File: config.mk
export PLATFORM = sky130hd
export DESIGN_NAME = mcp_ctrl
export DESIGN_NICKNAME = d
export VERILOG_FILES = /design/src/core/mcp_ctrl.v /design/src/core/mcp_mem.v
export VERILOG_INCLUDE_DIRS = /design/src /design/src/core
export SDC_FILE = /design/constraint.sdc
export NUM_CORES = 1
export LEC_CHECK = 0
export BUFFER_PORTS_ARGS = -buffer_cell sky130_fd_sc_hd__buf_4
export CAP_MARGIN = 20
export CORE_AREA = 2 2 146 148
export CTS_CLUSTER_DIAMETER = 120
export DETAILED_ROUTE_END_ITERATION = 12
export DIE_AREA = 0 0 148 150
export PLACE_DENSITY = 0.88
export SETUP_SLACK_MARGIN = 0.05
export SLEW_MARGIN = 20
export SYNTH_ARGS = -nofsm -noshare
export SYNTH_HDL_FRONTEND = slang
export SYNTH_HIERARCHICAL = 1
export SYNTH_SLANG_ARGS = --single-unit
File: constraint.sdc
create_clock -name clk_sys_i -period 3.2 [get_ports clk_sys_i]
set_input_delay 0.32 -clock clk_sys_i [delete_from_list [all_inputs] [get_ports clk_sys_i]]
set_output_delay 0.32 -clock clk_sys_i [all_outputs]
set_load 0.1 [all_outputs]
File: src/core/mcp_defines.vh
// Constants for the module control pins block: offsets, fields, resets, timing.
// Assumes a 250 MHz system clock and a two-wire host that drives the clock pin.
// Functional notes
// - Two-wire commands are answered only while module_select_n is low.
// - An accepted reset pulse returns every setting to its default.
// - On reset completion, raise interrupt_n and clear init_pending_flag.
// - After power up the completion interrupt is raised without a reset pulse.
// - Loss alarm asserts when any of the 4 lane levels is below threshold.
// - Transmitter is off when the pin or the serial disable asks for it.
// - Each lane level from optical_monitor is readable over the serial bus.
// - interrupt_n is pulled low for faults or critical status.
// - interrupt_n is open collector: only pulled low, never driven high.
// - Maximum power is limited according to low_power_select.
// - presence_n is tied to ground while the module is present.
// - Seven low-speed pins: select, clock, data, reset, low power, presence, interrupt.
// - Fully functional no later than 2000 ms after supply is good.
`ifndef MCP_DEFINES_VH
`define MCP_DEFINES_VH
`define MCP_CLK_MHZ 250
`define MCP_INIT_MS 2000
`define MCP_INIT_CYC (`MCP_INIT_MS * 1000 * `MCP_CLK_MHZ)
`define MCP_RST_MIN_NS 2000
`define MCP_RST_MIN_CYC ((`MCP_RST_MIN_NS * `MCP_CLK_MHZ + 999) / 1000)
`define MCP_DEV_ADDR 7'h50
`define MCP_LANES 4
`define MCP_OFS_STATUS 8'h00
`define MCP_OFS_FLAGS 8'h01
`define MCP_OFS_LEVEL0 8'h02
`define MCP_OFS_CTRL 8'h06
`define MCP_OFS_THR 8'h07
`define MCP_OFS_MEM 4'h1
`define MCP_CTRL_RST 8'h00
`define MCP_THR_RST 8'h10
`define MCP_FLG_DONE 0
`define MCP_FLG_LOS 1
`endif

File: src/core/mcp_ctrl.v
// Module control pins: two-wire slave, reset pin filter, init timer, alarms, pin outputs.
// Assumes all pin inputs are asynchronous; lane levels come from logic on clk_sys_i.
`timescale 1ns/1ps
`default_nettype none
`include "mcp_defines.vh"
module mcp_ctrl
#(
    parameter [31:0] INIT_CYC = `MCP_INIT_CYC
)
(
    input wire clk_sys_i,
    input wire nrst_i,
    input wire module_select_n_i,
    input wire module_reset_n_i,
    input wire low_power_select_i,
    input wire tx_output_disable_i,
    input wire scl_i,
    input wire sda_i,
    output wire sda_o,
    output wire sda_oe_o,
    output wire interrupt_n_o,
    output wire interrupt_n_oe_o,
    output wire presence_n_o,
    output wire presence_n_oe_o,
    input wire [31:0] optical_monitor_i,
    output reg rx_signal_loss_alarm_o,
    output reg [3:0] tx_disable_o,
    output reg high_power_en_o,
    output reg init_pending_flag_o
);
    localparam [2:0] ST_IDLE = 3'd0;
    localparam [2:0] ST_ADDR = 3'd1;
    localparam [2:0] ST_AACK = 3'd2;
    localparam [2:0] ST_WRITE = 3'd3;
    localparam [2:0] ST_WACK = 3'd4;
    localparam [2:0] ST_READ = 3'd5;
    localparam [2:0] ST_RACK = 3'd6;
    localparam integer RST_MIN_W = `MCP_RST_MIN_CYC;
    localparam [15:0] RST_MIN = RST_MIN_W[15:0];
    // Pin synchronisers: sel, rst, lp, txdis, scl, sda
    reg [5:0] pin_meta_r;
    reg [5:0] pin_sync_r;
    reg scl_q_r;
    reg sda_q_r;
    wire sel_n = pin_sync_r[5];
    wire rst_pin_n = pin_sync_r[4];
    wire lp_sel = pin_sync_r[3];
    wire txdis_pin = pin_sync_r[2];
    wire scl_s = pin_sync_r[1];
    wire sda_s = pin_sync_r[0];
    always @(posedge clk_sys_i)
    begin
        if (!nrst_i)
        begin
            pin_meta_r <= 6'h3f;
            pin_sync_r <= 6'h3f;
            scl_q_r <= 1'b1;
            sda_q_r <= 1'b1;
        end
        else
        begin
            pin_meta_r <= {module_select_n_i, module_reset_n_i, low_power_select_i,
                           tx_output_disable_i, scl_i, sda_i};
            pin_sync_r <= pin_meta_r;
            scl_q_r <= scl_s;
            sda_q_r <= sda_s;
        end
    end
    wire scl_rise = scl_s & ~scl_q_r;
    wire scl_fall = ~scl_s & scl_q_r;
    wire bus_start = scl_s & scl_q_r & sda_q_r & ~sda_s;
    wire bus_stop = scl_s & scl_q_r & ~sda_q_r & sda_s;
    // Reset pin filter: only a low level held past the minimum takes effect
    reg [15:0] rst_cnt_r;
    reg rst_hold_r;
    always @(posedge clk_sys_i)
    begin
        if (!nrst_i)
        begin
            rst_cnt_r <= 16'h0000;
            rst_hold_r <= 1'b0;
        end
        else if (rst_pin_n)
        begin
            rst_cnt_r <= 16'h0000;
            rst_hold_r <= 1'b0;
        end
        else if (rst_cnt_r == RST_MIN)
            rst_hold_r <= 1'b1;
        else
            rst_cnt_r <= rst_cnt_r + 16'h0001;
    end
    // Power-on and accepted pulse both restart the settings and the init timer
    wire set_rst = ~nrst_i | rst_hold_r;
    // Init timer
    reg [31:0] init_cnt_r;
    reg init_pend_r;
    wire init_end = init_pend_r & (init_cnt_r == INIT_CYC - 32'd1);
    always @(posedge clk_sys_i)
    begin
        if (set_rst)
        begin
            init_cnt_r <= 32'h00000000;
            init_pend_r <= 1'b1;
        end
        else if (init_pend_r)
        begin
            init_cnt_r <= init_cnt_r + 32'h00000001;
            if (init_end)
                init_pend_r <= 1'b0;
        end
    end
    // Serial slave state
    reg [2:0] st_r;
    reg [2:0] bit_cnt_r;
    reg [7:0] shreg_r;
    reg [7:0] ptr_r;
    reg got_r;
    reg first_r;
    reg rd_mode_r;
    reg sda_oe_r;
    reg wr_stb_r;
    reg [7:0] wr_addr_r;
    reg [7:0] wr_data_r;
    reg flag_rd_r;
    reg [7:0] ctrl_r;
    reg [7:0] thr_r;
    reg flag_done_r;
    reg [3:0] flag_los_r;
    reg [3:0] lane_low_r;
    wire [7:0] mem_rdata;
    reg [7:0] rd_byte;
    // Read data for the current pointer
    always @*
    begin
        rd_byte = 8'h00;
        if (ptr_r[7:4] == `MCP_OFS_MEM)
            rd_byte = mem_rdata;
        else
            case (ptr_r)
                `MCP_OFS_STATUS: rd_byte = {7'h00, init_pend_r};
                `MCP_OFS_FLAGS: rd_byte = {3'h0, flag_los_r, flag_done_r};
                `MCP_OFS_LEVEL0: rd_byte = optical_monitor_i[7:0];
                8'h03: rd_byte = optical_monitor_i[15:8];
                8'h04: rd_byte = optical_monitor_i[23:16];
                8'h05: rd_byte = optical_monitor_i[31:24];
                `MCP_OFS_CTRL: rd_byte = ctrl_r;
                `MCP_OFS_THR: rd_byte = thr_r;
                default: rd_byte = 8'h00;
            endcase
    end
    always @(posedge clk_sys_i)
    begin
        wr_stb_r <= 1'b0;
        flag_rd_r <= 1'b0;
        if (set_rst || sel_n)
        begin
            // Deselect drops any transfer and releases the data line
            st_r <= ST_IDLE;
            bit_cnt_r <= 3'd7;
            shreg_r <= 8'h00;
            got_r <= 1'b0;
            first_r <= 1'b0;
            rd_mode_r <= 1'b0;
            sda_oe_r <= 1'b0;
            wr_addr_r <= 8'h00;
            wr_data_r <= 8'h00;
            if (set_rst)
                ptr_r <= 8'h00;
        end
        else if (bus_start)
        begin
            st_r <= ST_ADDR;
            bit_cnt_r <= 3'd7;
            got_r <= 1'b0;
            sda_oe_r <= 1'b0;
        end
        else if (bus_stop)
        begin
            st_r <= ST_IDLE;
            sda_oe_r <= 1'b0;
        end
        else
            case (st_r)
                ST_ADDR, ST_WRITE:
                    if (scl_rise)
                    begin
                        shreg_r <= {shreg_r[6:0], sda_s};
                        bit_cnt_r <= bit_cnt_r - 3'd1;
                        if (bit_cnt_r == 3'd0)
                            got_r <= 1'b1;
                    end
                    else if (scl_fall && got_r)
                    begin
                        got_r <= 1'b0;
                        if (st_r == ST_WRITE)
                        begin
                            st_r <= ST_WACK;
                            sda_oe_r <= 1'b1;
                            if (first_r)
                                ptr_r <= shreg_r;
                            else
                            begin
                                wr_stb_r <= 1'b1;
                                wr_addr_r <= ptr_r;
                                wr_data_r <= shreg_r;
                                ptr_r <= ptr_r + 8'h01;
                            end
                            first_r <= 1'b0;
                        end
                        else if (shreg_r[7:1] == `MCP_DEV_ADDR)
                        begin
                            st_r <= ST_AACK;
                            sda_oe_r <= 1'b1;
                            rd_mode_r <= shreg_r[0];
                        end
                        else
                            st_r <= ST_IDLE;
                    end
                ST_AACK, ST_WACK, ST_RACK:
                    if (scl_rise && st_r == ST_RACK && sda_s)
                        st_r <= ST_IDLE;
                    else if (scl_fall)
                    begin
                        bit_cnt_r <= 3'd7;
                        if (st_r == ST_AACK && !rd_mode_r)
                        begin
                            st_r <= ST_WRITE;
                            first_r <= 1'b1;
                            sda_oe_r <= 1'b0;
                        end
                        else if (st_r == ST_WACK)
                        begin
                            st_r <= ST_WRITE;
                            sda_oe_r <= 1'b0;
                        end
                        else
                        begin
                            st_r <= ST_READ;
                            shreg_r <= rd_byte;
                            sda_oe_r <= ~rd_byte[7];
                            flag_rd_r <= (ptr_r == `MCP_OFS_FLAGS);
                        end
                    end
                ST_READ:
                    if (scl_fall)
                    begin
                        if (bit_cnt_r == 3'd0)
                        begin
                            st_r <= ST_RACK;
                            sda_oe_r <= 1'b0;
                            ptr_r <= ptr_r + 8'h01;
                        end
                        else
                        begin
                            bit_cnt_r <= bit_cnt_r - 3'd1;
                            shreg_r <= {shreg_r[6:0], 1'b0};
                            sda_oe_r <= ~shreg_r[6];
                        end
                    end
                default:
                    st_r <= ST_IDLE;
            endcase
    end
    mcp_mem u_mem
    (
        .clk_sys_i(clk_sys_i),
        .we_i(wr_stb_r && (wr_addr_r[7:4] == `MCP_OFS_MEM)),
        .waddr_i(wr_addr_r[3:0]),
        .wdata_i(wr_data_r),
        .raddr_i(ptr_r[3:0]),
        .rdata_o(mem_rdata)
    );
    // Per-lane threshold compare
    genvar gi;
    generate
        for (gi = 0; gi < `MCP_LANES; gi = gi + 1)
        begin : g_lane
            always @(posedge clk_sys_i)
            begin
                if (set_rst)
                    lane_low_r[gi] <= 1'b0;
                else
                    lane_low_r[gi] <= (optical_monitor_i[gi*8 +: 8] < thr_r);
            end
        end
    endgenerate
    // Settings and sticky flags; a set in the read cycle survives the clear
    always @(posedge clk_sys_i)
    begin
        if (set_rst)
        begin
            ctrl_r <= `MCP_CTRL_RST;
            thr_r <= `MCP_THR_RST;
            flag_done_r <= 1'b0;
            flag_los_r <= 4'h0;
        end
        else
        begin
            if (wr_stb_r && wr_addr_r == `MCP_OFS_CTRL)
                ctrl_r <= wr_data_r;
            if (wr_stb_r && wr_addr_r == `MCP_OFS_THR)
                thr_r <= wr_data_r;
            flag_done_r <= (flag_done_r & ~flag_rd_r) | init_end;
            flag_los_r <= (flag_los_r & {4{~flag_rd_r}}) | lane_low_r;
        end
    end
    // Pin outputs
    reg irq_r;
    always @(posedge clk_sys_i)
    begin
        if (set_rst)
        begin
            irq_r <= 1'b0;
            rx_signal_loss_alarm_o <= 1'b0;
            tx_disable_o <= 4'hf;
            high_power_en_o <= 1'b0;
            init_pending_flag_o <= 1'b1;
        end
        else
        begin
            irq_r <= flag_done_r | (|flag_los_r);
            rx_signal_loss_alarm_o <= |lane_low_r;
            tx_disable_o <= {4{txdis_pin}} | ctrl_r[3:0];
            // Full power only once init is over and low power is not asked for
            high_power_en_o <= ~lp_sel & ~init_pend_r;
            init_pending_flag_o <= init_pend_r;
        end
    end
    assign sda_o = 1'b0;
    assign sda_oe_o = sda_oe_r;
    assign interrupt_n_o = 1'b0;
    assign interrupt_n_oe_o = irq_r;
    assign presence_n_o = 1'b0;
    assign presence_n_oe_o = 1'b1;
endmodule
`default_nettype wire

File: src/core/mcp_mem.v
// Sixteen-byte user memory reached over the serial bus.
// Assumes one writer and one reader on the system clock; read data is registered.
`timescale 1ns/1ps
`default_nettype none
module mcp_mem
(
    input wire clk_sys_i,
    input wire we_i,
    input wire [3:0] waddr_i,
    input wire [7:0] wdata_i,
    input wire [3:0] raddr_i,
    output reg [7:0] rdata_o
);
    reg [7:0] mem_r [0:15];

    // Contents survive resets; only the register settings have defaults
    always @(posedge clk_sys_i)
    begin
        if (we_i)
            mem_r[waddr_i] <= wdata_i;
        rdata_o <= mem_r[raddr_i];
    end
endmodule
`default_nettype wire

==> flow_summary.toml <==
[timing]
slew_violations = 0
rsz0062_at_grt = "no"
finalHoldViolations = 0
finalCritPeriodShare = 0.756
layout_setup_ws_ns = 0.782
finClkSkew_ns = 0.0136
relSlewSlack = 0.321
worstMarginPinSlew_ns = 1.02
final.setup.tns_ns = 0
max_freq_mhz = 414
final-setup-viol-count = 0
period_minus_slack_ns = 2.42

[critical_path]
cp_max_fo = 18
timing.rr.end = "shreg_r[3]"
r2r-start = "ptr_r[0]"
required_ns = 3.63
critPathSlowestCell = "a222oi_1"
ff2ff_setup_slack_ns = 0.78
worst-setup-path-type = "reg -> reg"
endpoint_kind = "register"
worstPathArrival_ns = 2.85
cp-start-kind = "register"
critPathMaxStageDelay_ns = 0.63
worst-r2r-cell-count = 6
crit_chain = "ha_1 > a222oi_1 > a21oi_1 > o21ai_0 > a31oi_1 > a22o_1"

[drt]
drtIter0Drc = 969
drc = 0
dr_wl_met2_microns = 13600
met3WireLength_microns = 2120
met1_length_microns = 11300
highest_layer = "met4"
vias = 8377
via_per_inst = 6.17
ant_nets = 0
dr.pass1.iters = 5
wl_per_cell_microns = 20.7
wl_microns = 28000

[layout]
antenna_cells = 0
mostFrequentLayoutCell = "dfxtp_1"
final_cell_mix = "dfxtp_1, edfxtp_1, nor2_1"
largest_register_ff_count = 128
regMostFlops = "u_mem/mem_r"
final_nets = 1137
fin_cells = 1357
reg_top3 = "u_mem/mem_r (128), init_cnt_r (32), rst_cnt_r (16)"
syn2layout_area_growth_pct = 13.3
design_area_sq_mm = 0.0137
drive_gt1_frac = 0.137
nFillCells = 1436

[logic_synthesis]
synth_area_sq_mm = 0.0121
ys_seq_area_frac = 0.570
ys_ff_latch = 277
synth_top_flop_cell = "dfxtp_1"
ys_async_sr_fraction = 0
yosysUniqueCellTypes = 73
avgSynthCellArea_sq_um = 12.0
synth_edf_count = 136
ys_warn_count = 6
synthCells = 1010

[power]
power_frac_seq = 0.499
cellPowerDensity_mw_per_mm2 = 549
power_frac_comb = 0.045
sw_frac_of_total = 0.218
ir_worst_vdd_mv = 0.372
power_leakage_nw = 4.77
net-switching-power_mw = 1.64
total_power_mw = 7.53
cellInternalPower_mw = 5.89
pwr-share-clk = 0.456

[global_routing]
grt_use_total = 0.252
grt_pass1_wl_microns = 43900
grt.overflow.total = 0
grt_pass1_vias = 8235
grt_max_degree = 39
antenna_found_initial = 0

[clocking]
cts_buffers = 28
clk_latency_ns = 0.54
cts_sinks = 277
cts_tree = "done"
cts-root-buf = "clkbuf_16"
clkTransAtPathRegs_ns = 0.07
clk_path_buf_depth = 3
cts_max_level = 1

[placement]
hpwl_microns = 17900
gp_congestion = 0.886
dp_cells = 1299
place_ws_ns = 0.845
placed_area_sq_mm = 0.0127
portBuffers = 48

[floorplanning]
die_x_microns = 148
num_rows = 53
core_sq_mm = 0.0207
top_level_ports = 53
die_area_sq_mm = 0.0222
start_util = 0.585
dieHeight_microns = 150

[outcome]
outcome = "finished clean"

[min_path]
hold_end = "pin_meta_r[1]"
holdPathStages = 2
min_path_type = "in -> reg"
worstHoldStart = "nrst_i"

[job]
cap_viol_max_count = 0
cell type report:
class                      count  area [sq um]  share of cell area
inverter                      30           113             0.00821
multi-input combinational    657          4840               0.353
clock inverter                18           203              0.0148
tap                          275           344              0.0251
sequential                   277          6910               0.504
timing repair buffer          66           510              0.0372
clock buffer                  34           795              0.0579
logic make-up (layout without fill, tap and decap cells):
group           Yosys count  count (layout)  share of synthesized area
compound gates          162             162                     0.0907
xor+xnor                 37              37                     0.0268
fa+ha+maj                37              37                     0.0382
buf+inv                  78             148                     0.0304
flops                   277             277                      0.570
mux                      72              72                     0.0970
other cells               2               4                   0.000620
simple gates            345             345                      0.146
worst max-delay path: cells and delay by family, from the launching register on:
family | cells | cell delay (ns)
flops | 1 | 0.45
fa+ha+maj | 1 | 0.48
compound gates | 5 | 1.37
power by group through the flow:
| stage | clock network (mW) | logic (mW) | registers [mW] |
|---|---|---|---|
| 6_report | 3.43 | 0.341 | 3.76 |
| 5_1_grt | 3.61 | 0.361 | 3.76 |
| 2_1_floorplan | 0 | 0.201 | 3.84 |
| 4_1_cts | 3.48 | 0.333 | 3.75 |
| 3_3_place_gp | 0 | 0.315 | 3.83 |
| 3_5_place_dp | 0 | 0.325 | 3.83 |
through the flow:
stage / hold WS (ns) / util
3_3_place_gp: 0.372 / 0.612
2_1_floorplan: 0.367 / -
3_5_place_dp: 0.384 / 0.612
4_1_cts: 0.0694 / 0.663
6_report: 0.0769 / 0.663
5_1_grt: 0.0849 / 0.663
layer usage:
metal  up-vias  GRT usage
met5         -          0
met4         0     0.0929
met3        72     0.0405
met2       356      0.421
met1      4089      0.334
li1       3860          -
synth_stat cells (all sizes together) (9+ instances only):
| cell type | number | area, sq um |
|---|---|---|
| edfxtp | 136 | 4080 |
| a22oi | 24 | 180 |
| clkbuf | 27 | 101 |
| nor2b | 9 | 56.3 |
| mux4 | 32 | 773 |
| mux2i | 39 | 390 |
| nand2 | 47 | 176 |
| o21ai | 28 | 140 |
| a21oi | 40 | 200 |
| nor2 | 127 | 477 |
| nand3 | 32 | 178 |
| buf | 18 | 124 |
| a211oi | 9 | 67.6 |
| or3 | 19 | 120 |
| nand2b | 27 | 169 |
| nor3 | 18 | 100 |
| xor2 | 13 | 114 |
| ha | 37 | 463 |
| xnor2 | 24 | 210 |
| dfxtp | 141 | 2820 |
| nand4 | 14 | 93.8 |
| inv | 30 | 113 |
worst max-delay path by stage:
stage,depth (start not counted),start,end
floorplan,6,st_r[2],ptr_r[0]
global route,4,wr_addr_r[7],u_mem/mem_r[2][0]
global placement,4,wr_addr_r[7],u_mem/mem_r[2][2]
detailed placement,4,wr_addr_r[7],u_mem/mem_r[2][3]
CTS,4,wr_addr_r[5],u_mem/mem_r[2][3]
finish,6,ptr_r[0],shreg_r[3]
what timing repair did:
action	4_1_cts	5_1_grt
resized for setup	0	0
setup buffers	0	0
hold buffers	6	0
hold endpoints to repair	6	0
No activity file was read; power rests on OpenSTA's default activity.
